[src/shared/fnd_pkg.sv]
// package: constants, field positions and types for the fractional-n serial link
package fnd_pkg;
	localparam int WORD_BITS = 32;
	// register select codes in the low three bits of each word
	localparam logic [2:0] SEL_MAIN = 3'h0;
	localparam logic [2:0] SEL_FRACTION = 3'h1;
	localparam logic [2:0] SEL_REFERENCE = 3'h2;
	localparam logic [2:0] SEL_CLOCK_DIV = 3'h3;
	localparam logic [2:0] SEL_OUTPUT_STAGE = 3'h4;
	localparam logic [2:0] SEL_LOCK_DETECTOR = 3'h5;
	// output stage fields
	localparam int OS_FB_DIRECT = 23;
	localparam int OS_DIV_HI = 22;
	localparam int OS_DIV_LO = 20;
	localparam int OS_MUTE_UNTIL_LOCKED = 10;
	localparam int OS_RF_ENABLE = 5;
	localparam int OS_PWR_HI = 4;
	localparam int OS_PWR_LO = 3;
	// lock and detector fields
	localparam int LK_ABL_HI = 31;
	localparam int LK_ABL_LO = 30;
	localparam int LK_CHARGE_CANCEL = 29;
	localparam int LK_PIN_HI = 23;
	localparam int LK_PIN_LO = 22;
	localparam logic [1:0] ABL_4NS2 = 2'h0;
	// reference register fields
	localparam int RF_LOW_SPUR_HI = 30;
	localparam int RF_LOW_SPUR_LO = 29;
	localparam logic [1:0] NOISE_LOW_SPUR = 2'h3;
	localparam int RF_DOUBLER = 25;
	localparam int RF_HALVE = 24;
	localparam int RF_RCOUNT_HI = 23;
	localparam int RF_RCOUNT_LO = 14;
	localparam int RF_LOCK_COUNT_SELECT = 8;
	// fraction register fields: denominator in bits 14..3
	localparam int FR_DEN_HI = 14;
	localparam int FR_DEN_LO = 3;
	// main register fields: integer 30..15, numerator 14..3
	localparam int MN_INT_HI = 30;
	localparam int MN_INT_LO = 15;
	localparam int MN_NUM_HI = 14;
	localparam int MN_NUM_LO = 3;
	localparam logic [11:0] DEN_MIN = 12'h002;
	localparam logic [11:0] DEN_MIN_DITHER = 12'h032;
	localparam logic [5:0] LOCK_COUNT_LONG = 6'h28;
	localparam logic [5:0] LOCK_COUNT_SHORT = 6'h05;
	localparam logic [20:0] DITHER_REPEAT_LAST = 21'h1FFFFF;
	// pfd limit in khz, kept for host checks
	localparam int PFD_MAX_KHZ = 32000;
	// host apb register offsets
	localparam logic [7:0] HA_DATA = 8'h00;
	localparam logic [7:0] HA_CTRL = 8'h04;
	localparam logic [7:0] HA_STATUS = 8'h08;
	// lock pin mode codes
	localparam logic [1:0] LDPIN_LOW = 2'h0;
	localparam logic [1:0] LDPIN_LOCK = 2'h1;
	localparam logic [1:0] LDPIN_LOW2 = 2'h2;
	localparam logic [1:0] LDPIN_HIGH = 2'h3;
	typedef enum logic [1:0] {
		HS_IDLE = 2'b00,
		HS_SHIFT = 2'b01,
		HS_LATCH = 2'b11,
		HS_DONE = 2'b10
	} fnd_host_state_t;
endpackage

[src/shared/fnd_if.sv]
// interface: three-wire serial port between host and synthesizer
`timescale 1ns/1ps
interface fnd_if;
	logic sclk;
	logic sdata;
	logic load_en;
	modport host (output sclk, output sdata, output load_en);
	modport dev (input sclk, input sdata, input load_en);
endinterface

[src/rtl/fnd_device.sv]
// device end: serial registers, divider math, modulator and lock detect
//
// Summary of operation
// - bit 23 picks direct feedback source
// - bits 22..20 pick output divide ratio
// - mute output until lock when set
// - bit 5 enables primary rf output
// - bits 4..3 pick output power level
// - select 101 loads lock/detector register
// - host writes 00 antibacklash code
// - bit 29 enables charge cancellation
// - bits 23..22 pick lock pin function
// - host loads registers five down zero
// - output from int, fraction, divider
// - denominator 2..4095, dither needs 50
// - third-order modulator steps per pfd
// - repeat length from denominator factors
// - dither extends repeat to 2^21
// - host keeps pfd below 32 mhz
// - halving stage gives even duty
// - selects 100, 011, 010 load registers
// - lock after 40 or 5 good cycles
`timescale 1ns/1ps
module fnd_device
	import fnd_pkg::*;
(
	input wire logic mclk_in,
	input wire logic rstn_in,
	input wire logic ce_in,
	fnd_if.dev link,
	input wire logic ref_edge_in,
	input wire logic phase_ok_in,
	output logic fb_direct_out,
	output logic [2:0] out_div_sel_out,
	output logic rf_on_out,
	output logic [1:0] rf_power_out,
	output logic charge_cancel_out,
	output logic abl_bad_out,
	output logic lock_indicator_pin_out,
	output logic pfd_tick_out,
	output logic [15:0] n_int_out,
	output logic [1:0] sd_carry_out,
	output logic den_bad_out,
	output logic [23:0] repeat_len_out
);
	import fnd_pkg::*;

	// ----------------------------------------------------------------
	// serial shift and latch
	// ----------------------------------------------------------------
	logic [31:0] shift_q;
	logic sclk_q, le_q;
	logic [31:0] reg_main_q, reg_fraction_numerator_q, reg_ref_q, reg_clk_q;
	logic [31:0] output_stage_config_q, lock_and_detector_config_q;
	logic le_rise;
	assign le_rise = link.load_en & ~le_q;

	// edge history of the pins
	always_ff @(posedge mclk_in or negedge rstn_in) begin
		if (!rstn_in) begin
			sclk_q <= 1'b0;
			le_q <= 1'b0;
		end else if (ce_in) begin
			sclk_q <= link.sclk;
			le_q <= link.load_en;
		end
	end

	// msb first, one bit per rising sclk
	always_ff @(posedge mclk_in or negedge rstn_in) begin
		if (!rstn_in) begin
			shift_q <= 32'h0;
		end else if (ce_in && link.sclk && !sclk_q) begin
			shift_q <= {shift_q[30:0], link.sdata};
		end
	end

	// route whole word by its select bits on load rising edge
	always_ff @(posedge mclk_in or negedge rstn_in) begin
		if (!rstn_in) begin
			reg_main_q <= 32'h0;
			reg_fraction_numerator_q <= 32'h0;
			reg_ref_q <= 32'h0;
			reg_clk_q <= 32'h0;
			output_stage_config_q <= 32'h0;
			lock_and_detector_config_q <= 32'h0;
		end else if (ce_in && le_rise) begin
			case (shift_q[2:0])
				SEL_MAIN: reg_main_q <= shift_q;
				SEL_FRACTION: reg_fraction_numerator_q <= shift_q;
				SEL_REFERENCE: reg_ref_q <= shift_q;
				SEL_CLOCK_DIV: reg_clk_q <= shift_q;
				SEL_OUTPUT_STAGE: output_stage_config_q <= shift_q;
				SEL_LOCK_DETECTOR: lock_and_detector_config_q <= shift_q;
				default: ;
			endcase
		end
	end

	// ----------------------------------------------------------------
	// reference path: pfd tick generation
	// ----------------------------------------------------------------
	// the reference pulse stands in for the reference edge; doubler
	// takes both halves so each input pulse counts twice
	logic [9:0] rcount, r_cnt_q;
	logic r_pulse, half_q, doubler, halve;
	logic [1:0] ref_steps;
	assign rcount = reg_ref_q[RF_RCOUNT_HI:RF_RCOUNT_LO];
	assign doubler = reg_ref_q[RF_DOUBLER];
	assign halve = reg_ref_q[RF_HALVE];
	assign ref_steps = doubler ? 2'h2 : 2'h1;

	// r counter: pulse after r reference steps, zero treated as one
	always_ff @(posedge mclk_in or negedge rstn_in) begin
		if (!rstn_in) begin
			r_cnt_q <= 10'h0;
		end else if (ce_in && ref_edge_in) begin
			if ({1'b0, r_cnt_q} + {8'h0, ref_steps} >= {1'b0, rcount})
				r_cnt_q <= 10'h0;
			else
				r_cnt_q <= r_cnt_q + 10'(ref_steps);
		end
	end
	assign r_pulse = ref_edge_in &&
		({1'b0, r_cnt_q} + {8'h0, ref_steps} >= {1'b0, rcount});

	// halving toggle: passes every other pulse for even duty
	always_ff @(posedge mclk_in or negedge rstn_in) begin
		if (!rstn_in) begin
			half_q <= 1'b0;
			pfd_tick_out <= 1'b0;
		end else if (ce_in) begin
			if (r_pulse)
				half_q <= ~half_q;
			pfd_tick_out <= r_pulse && (!halve || half_q);
		end
	end

	// ----------------------------------------------------------------
	// third-order mash modulator, one step per pfd tick
	// ----------------------------------------------------------------
	logic [11:0] den, num;
	logic dither;
	logic [12:0] a1_q, a2_q, a3_q;
	logic [20:0] lfsr_q;
	logic c1_q, c2_q, c3_q, c2_dq, c3_dq, c3_ddq;
	assign den = reg_fraction_numerator_q[FR_DEN_HI:FR_DEN_LO];
	assign num = reg_main_q[MN_NUM_HI:MN_NUM_LO];
	assign dither = reg_ref_q[RF_LOW_SPUR_HI:RF_LOW_SPUR_LO] == NOISE_LOW_SPUR;

	// accumulate modulo den, giving carry
	function automatic logic [13:0] acc_step(input logic [12:0] a,
			input logic [12:0] add, input logic [11:0] m);
		logic [13:0] s;
		s = {1'b0, a} + {1'b0, add};
		if (s >= {2'b0, m})
			acc_step = {1'b1, 13'(s - {2'b0, m})};
		else
			acc_step = {1'b0, s[12:0]};
	endfunction

	// three cascaded stages; dither adds lfsr lsb to the first
	always_ff @(posedge mclk_in or negedge rstn_in) begin
		logic [13:0] s1, s2, s3;
		if (!rstn_in) begin
			a1_q <= 13'h0;
			a2_q <= 13'h0;
			a3_q <= 13'h0;
			{c1_q, c2_q, c3_q, c2_dq, c3_dq, c3_ddq} <= 6'h0;
		end else if (ce_in && pfd_tick_out) begin
			s1 = acc_step(a1_q, {1'b0, num} + {12'h0, dither & lfsr_q[0]}, den);
			s2 = acc_step(a2_q, s1[12:0], den);
			s3 = acc_step(a3_q, s2[12:0], den);
			a1_q <= s1[12:0];
			a2_q <= s2[12:0];
			a3_q <= s3[12:0];
			c1_q <= s1[13];
			c2_q <= s2[13];
			c3_q <= s3[13];
			c2_dq <= c2_q;
			c3_dq <= c3_q;
			c3_ddq <= c3_dq;
		end
	end

	// dither source, 21-bit maximal sequence for 2^21 repeat
	always_ff @(posedge mclk_in or negedge rstn_in) begin
		if (!rstn_in) begin
			lfsr_q <= 21'h1;
		end else if (ce_in && pfd_tick_out && dither) begin
			lfsr_q <= {lfsr_q[19:0], lfsr_q[20] ^ lfsr_q[18]};
		end
	end

	// n = int + c1 + (c2 - c2') + (c3 - 2c3' + c3''), low 2 bits shown
	always_ff @(posedge mclk_in or negedge rstn_in) begin
		logic signed [3:0] d;
		if (!rstn_in) begin
			n_int_out <= 16'h0;
			sd_carry_out <= 2'h0;
		end else if (ce_in) begin
			d = 4'(c1_q) + 4'(c2_q) - 4'(c2_dq) + 4'(c3_q)
				- 4'(c3_dq) - 4'(c3_dq) + 4'(c3_ddq);
			n_int_out <= reg_main_q[MN_INT_HI:MN_INT_LO] + 16'(d);
			sd_carry_out <= d[1:0];
		end
	end

	// ----------------------------------------------------------------
	// repeat length and denominator limits
	// ----------------------------------------------------------------
	// divisibility by 3; one function keeps the 3x and 6x
	// cases from drifting apart
	function automatic logic div3(input logic [11:0] v);
		div3 = (v % 12'h003) == 12'h000;
	endfunction

	always_ff @(posedge mclk_in or negedge rstn_in) begin
		if (!rstn_in) begin
			repeat_len_out <= 24'h0;
			den_bad_out <= 1'b0;
		end else if (ce_in) begin
			if (dither)
				repeat_len_out <= {3'h0, DITHER_REPEAT_LAST} + 24'h1;
			else if (!den[0] && div3(den))
				repeat_len_out <= 24'(den) * 24'h6;
			else if (!den[0])
				repeat_len_out <= 24'(den) * 24'h2;
			else if (div3(den))
				repeat_len_out <= 24'(den) * 24'h3;
			else
				repeat_len_out <= 24'(den);
			den_bad_out <= (den < DEN_MIN) ||
				(dither && den < DEN_MIN_DITHER);
		end
	end

	// ----------------------------------------------------------------
	// digital lock detect and output stage
	// ----------------------------------------------------------------
	logic [5:0] good_q;
	logic locked_q;
	logic [5:0] need;
	assign need = reg_ref_q[RF_LOCK_COUNT_SELECT] ? LOCK_COUNT_SHORT
		: LOCK_COUNT_LONG;

	// count consecutive in-window pfd cycles; any miss restarts
	always_ff @(posedge mclk_in or negedge rstn_in) begin
		if (!rstn_in) begin
			good_q <= 6'h0;
			locked_q <= 1'b0;
		end else if (ce_in && pfd_tick_out) begin
			if (!phase_ok_in) begin
				good_q <= 6'h0;
				locked_q <= 1'b0;
			end else if (good_q + 6'h1 >= need) begin
				good_q <= need;
				locked_q <= 1'b1;
			end else begin
				good_q <= good_q + 6'h1;
			end
		end
	end

	// output stage controls, all registered
	always_ff @(posedge mclk_in or negedge rstn_in) begin
		if (!rstn_in) begin
			fb_direct_out <= 1'b0;
			out_div_sel_out <= 3'h0;
			rf_on_out <= 1'b0;
			rf_power_out <= 2'h0;
			charge_cancel_out <= 1'b0;
			abl_bad_out <= 1'b0;
			lock_indicator_pin_out <= 1'b0;
		end else if (ce_in) begin
			fb_direct_out <= output_stage_config_q[OS_FB_DIRECT];
			out_div_sel_out <= output_stage_config_q[OS_DIV_HI:OS_DIV_LO];
			rf_on_out <= output_stage_config_q[OS_RF_ENABLE] &&
				(!output_stage_config_q[OS_MUTE_UNTIL_LOCKED] || locked_q);
			rf_power_out <= output_stage_config_q[OS_PWR_HI:OS_PWR_LO];
			charge_cancel_out <= lock_and_detector_config_q[LK_CHARGE_CANCEL];
			abl_bad_out <= lock_and_detector_config_q[LK_ABL_HI:LK_ABL_LO]
				!= ABL_4NS2;
			case (lock_and_detector_config_q[LK_PIN_HI:LK_PIN_LO])
				LDPIN_LOCK: lock_indicator_pin_out <= locked_q;
				LDPIN_HIGH: lock_indicator_pin_out <= 1'b1;
				default: lock_indicator_pin_out <= 1'b0;
			endcase
		end
	end
endmodule

[src/flat_wrapper.sv]
// flat-port wrapper written by rule: the top's interface ports become plain ports
module fnd_device_flat import fnd_pkg::*;
  (mclk_in, rstn_in, ce_in, ref_edge_in, phase_ok_in, fb_direct_out, out_div_sel_out, rf_on_out, rf_power_out, charge_cancel_out, abl_bad_out, lock_indicator_pin_out, pfd_tick_out, n_int_out, sd_carry_out, den_bad_out, repeat_len_out, link_sclk, link_sdata, link_load_en);
  fnd_if link_i ();
  input wire logic mclk_in;
  input wire logic rstn_in;
  input wire logic ce_in;
  input wire logic ref_edge_in;
  input wire logic phase_ok_in;
  output logic fb_direct_out;
  output logic [2:0] out_div_sel_out;
  output logic rf_on_out;
  output logic [1:0] rf_power_out;
  output logic charge_cancel_out;
  output logic abl_bad_out;
  output logic lock_indicator_pin_out;
  output logic pfd_tick_out;
  output logic [15:0] n_int_out;
  output logic [1:0] sd_carry_out;
  output logic den_bad_out;
  output logic [23:0] repeat_len_out;
  input wire logic [$bits(link_i.sclk)-1:0] link_sclk;
  input wire logic [$bits(link_i.sdata)-1:0] link_sdata;
  input wire logic [$bits(link_i.load_en)-1:0] link_load_en;
  assign link_i.sclk = link_sclk;
  assign link_i.sdata = link_sdata;
  assign link_i.load_en = link_load_en;
  fnd_device u_core (.mclk_in(mclk_in), .rstn_in(rstn_in), .ce_in(ce_in), .link(link_i), .ref_edge_in(ref_edge_in), .phase_ok_in(phase_ok_in), .fb_direct_out(fb_direct_out), .out_div_sel_out(out_div_sel_out), .rf_on_out(rf_on_out), .rf_power_out(rf_power_out), .charge_cancel_out(charge_cancel_out), .abl_bad_out(abl_bad_out), .lock_indicator_pin_out(lock_indicator_pin_out), .pfd_tick_out(pfd_tick_out), .n_int_out(n_int_out), .sd_carry_out(sd_carry_out), .den_bad_out(den_bad_out), .repeat_len_out(repeat_len_out));
endmodule
[config.mk]
export PLATFORM = sky130hd
export DESIGN_NAME = fnd_device_flat
export DESIGN_NICKNAME = d
export VERILOG_FILES = /design/src/shared/fnd_pkg.sv /design/src/shared/fnd_if.sv /design/src/rtl/fnd_device.sv /design/src/flat_wrapper.sv
export SDC_FILE = /design/constraint.sdc
export NUM_CORES = 1
export LEC_CHECK = 0
export ABC_CLOCK_PERIOD_IN_PS = 16000
export BUFFER_PORTS_ARGS = -buffer_cell sky130_fd_sc_hd__buf_4
export CAP_MARGIN = 15
export CORE_MARGIN = 1.5
export CORE_UTILIZATION = 64
export DETAILED_ROUTE_END_ITERATION = 6
export GPL_TIMING_DRIVEN = 1
export PLACE_DENSITY = 0.94
export SYNTH_ARGS = -nofsm -noshare
export SYNTH_HDL_FRONTEND = slang
export SYNTH_SLANG_ARGS = --single-unit
[constraint.sdc]
create_clock -name mclk_in -period 16 [get_ports mclk_in]
set_clock_uncertainty 0.1 [all_clocks]
set_input_delay 2.4 -clock mclk_in [delete_from_list [all_inputs] [get_ports mclk_in]]
set_output_delay 2.4 -clock mclk_in [all_outputs]
set_load 0.01 [all_outputs]
==> impl_metrics.ini <==
[layout]
multi_input_area_um2 = 11000
area_growth_pct = 9.08
final_nets = 2031
fillers = 1710
final_layout_size_suffix_gt1_share_pct = 17.4
diodes = 0
utilization_pct = 70.9
regArea_um2 = 5810

[setup_path]
max_stage_delay_ps = 750
crit_path_start_kind = register
worstSetupPathType = reg -> reg
cp_max_fo = 24
crit_top_cell = a21oi_1
crit_required_ps = 16310
end_kind = register
cp.arrival_ps = 14400
crit_slowest_cell = and4b_1

[timing]
slew_headroom_pct = 26.9
hold_violations = 0
holdWs_ps = 392
slew_viol_final = 0
tns_ps = 0
rsz0062_at_grt = no
max_freq_ghz = 0.0710
tightestPinTransition_ps = 1070
min_period_over_period_pct = 88.1
setup_viol = 0
fin_crit_ps = 14090

[clock_tree]
cts_tree = yes
clk_pin_slew_ps = 60
holdBufCountCts = 0
insertion_delay_ps = 530
clk_path_buf_depth = 3
cts_setup_buffers = 0
cts-resized-gates = 0
clkSinkCount = 232
htree_levels = 1
cts_root_buf = clkbuf_16
cts_buffers = 26

[placed_design]
place.gp.congestion = 0.961
numPortBuffers = 53
dp_hpwl_mm = 31.9

[yosys]
postSynthAreaPerCell_um2 = 9.52
syn_area_um2 = 17500
syn_inst = 1836
synth.distinct_cells = 111
ys_warn_count = 0
ys_ff_latch = 232
synth-main-ff-cell = dfrtp_1
synth_edf_count = 0
ys_seq_area_share_pct = 33.2
synthArstFlopShare_pct = 100

[global_routing]
grt_usage_pct = 33.1
grt_max_degree = 144
globalRouteOverflowTotal = 0
grt_pass1_wl_mm = 76.8
antenna_found_initial = 0
grt_pass1_vias = 15200

[floorplanning]
io_pins = 62
start_util_pct = 65.0
core-area_um2 = 26900
die_w_um = 168
rows = 60
design.die.area_um2 = 28300
die-height_um = 168

[routing]
ant_nets = 0
num_vias = 14900
drt-total-wl_mm = 47.0
route.detailed.drc = 0
vias_per_cell = 6.68
routedWlPerCell_um = 21.1
dr.first_iter.drc_count = 1516
first_pass_iters = 6

[status]
status = finished, final reports clean

[min_path]
min_path_type = reg -> reg

[run]
cap_violations = 0
## worst max-delay path: cells and delay by family, from the launching register on
family / cells / cell delay (ps)
compound gates: 32 / 6580
simple gates: 15 / 2330
fa+ha+maj: 7 / 2210
mux: 2 / 820
buf+inv: 4 / 750
xor+xnor: 3 / 580
flops: 1 / 560
## metal layers
metal  up-vias  routed length (um)  GRT usage (%)
met5         -                   0              0
met4         0                2440           16.7
met3       221                3590           5.50
met2       764               23000           57.1
met1      7175               18000           40.2
li1       6721                   -              -
## synthesized netlist by cell type (all sizes together), types with 13 or more instances
cell type | number | area share, %
nand4 | 22 | 0.79
o31ai | 17 | 0.73
xnor2 | 91 | 4.6
a21o | 38 | 1.7
o21bai | 47 | 2.0
nand3 | 37 | 1.1
buf | 33 | 1.1
mux2i | 24 | 1.4
o21ai | 106 | 3.0
clkbuf | 37 | 0.79
inv | 92 | 2.0
nor2 | 87 | 1.9
xor2 | 23 | 1.2
nor3 | 34 | 1.2
a211o | 15 | 0.75
mux2 | 163 | 11
fa | 13 | 1.5
a21oi | 114 | 3.4
nor2b | 21 | 0.75
dfrtp | 231 | 33
ha | 141 | 10
nand2b | 22 | 0.83
nand2 | 195 | 4.2
and2 | 16 | 0.57
## path summary, 6_finish.rpt
path,startpoint,to,slack [ps],depth (start not counted)
worst max-delay path,u_core.lfsr_q[0]$_DFFE_PN1P_,u_core.a3_q[10]$_DFFE_PN0P_,1910,63
worst min-delay path,u_core.a3_q[7]$_DFFE_PN0P_,u_core.a3_q[7]$_DFFE_PN0P_,390,2
worst max register to register,u_core.lfsr_q[0]$_DFFE_PN1P_,u_core.a3_q[10]$_DFFE_PN0P_,1910,63
worst min register to register,u_core.a3_q[7]$_DFFE_PN0P_,u_core.a3_q[7]$_DFFE_PN0P_,390,2
max in group asynchronous,rstn_in,u_core.lfsr_q[0]$_DFFE_PN1P_,12350,3
min in group asynchronous,rstn_in,u_core.shift_q[23]$_DFFE_PN0P_,1920,1
## registers in the layout (all words and copies together) (netlist names), 2 cells and up
name                               cells
u_core.shift_q                        32
u_core.reg_main_q                     28
u_core.lfsr_q                         21
u_core.n_int_out                      16
u_core.repeat_len_out                 16
u_core.reg_ref_q                      15
u_core.a1_q                           13
u_core.a2_q                           13
u_core.a3_q                           13
u_core.reg_fraction_numerator_q       12
u_core.r_cnt_q                        10
u_core.output_stage_config_q           8
u_core.good_q                          6
u_core.lock_and_detector_config_q      5
u_core.out_div_sel_out                 3
u_core.rf_power_out                    2
u_core.sd_carry_out                    2
## layout by cell type, fill, tap and decap left out, types with 9 or more instances in the layout
cell / instances
a211oi_1: 10
nor3_1: 28
o211ai_1: 9
a21o_1: 37
nor2_1: 87
nand2b_1: 21
o31ai_1: 17
nand4_1: 22
xnor2_1: 91
buf_4: 63
a211o_1: 15
a21oi_1: 112
mux2i_1: 22
o21ai_0: 101
inv_1: 91
nand3_1: 37
a31oi_1: 10
xor2_1: 23
nand2_1: 193
o21bai_1: 47
fa_1: 13
mux2_2: 162
and2_1: 16
dfrtp_1: 231
and3_1: 9
nor4_1: 9
nor2b_1: 21
clkbuf_16: 27
ha_1: 141
## cells by family (layout without fill, tap and decap cells)
family / count (synthesis) / in the layout / synth area share (%)
AOI/OAI and AO/OA: 479 / 479 / 19.1
and+or+nand+nor: 505 / 505 / 14.5
other: 1 / 8 / 0.0215
xor gates and xnor gates: 114 / 114 / 5.71
buffers and inverters: 164 / 209 / 3.90
adders and majority gates: 154 / 154 / 11.6
DFF: 232 / 232 / 33.2
muxes: 187 / 187 / 11.9
## area by class of cell
cell class                      count  area share (%)
Clock inverter                     10           0.623
Clock buffer                       37            4.00
Sequential cell                   232            30.5
Tap cell                          341            2.24
Inverter                           94            1.85
Timing Repair Buffer               68            2.99
Multi-Input combinational cell   1447            57.8
## metrics by stage
stage | std cells | cell area, um^2 | setup WS (ps)
finish | 2229 | 19100 | 1910
global route | 2229 | 19100 | 803
CTS | 2225 | 19000 | 2480
detailed placement | 2178 | 18100 | 2860
global placement | 2178 | 18100 | 3610
floorplan | 1843 | 17500 | 4250
Power is left out: the tool's default activity adds up to more than one toggle a clock period on the data nets, which glitch-free logic cannot reach.
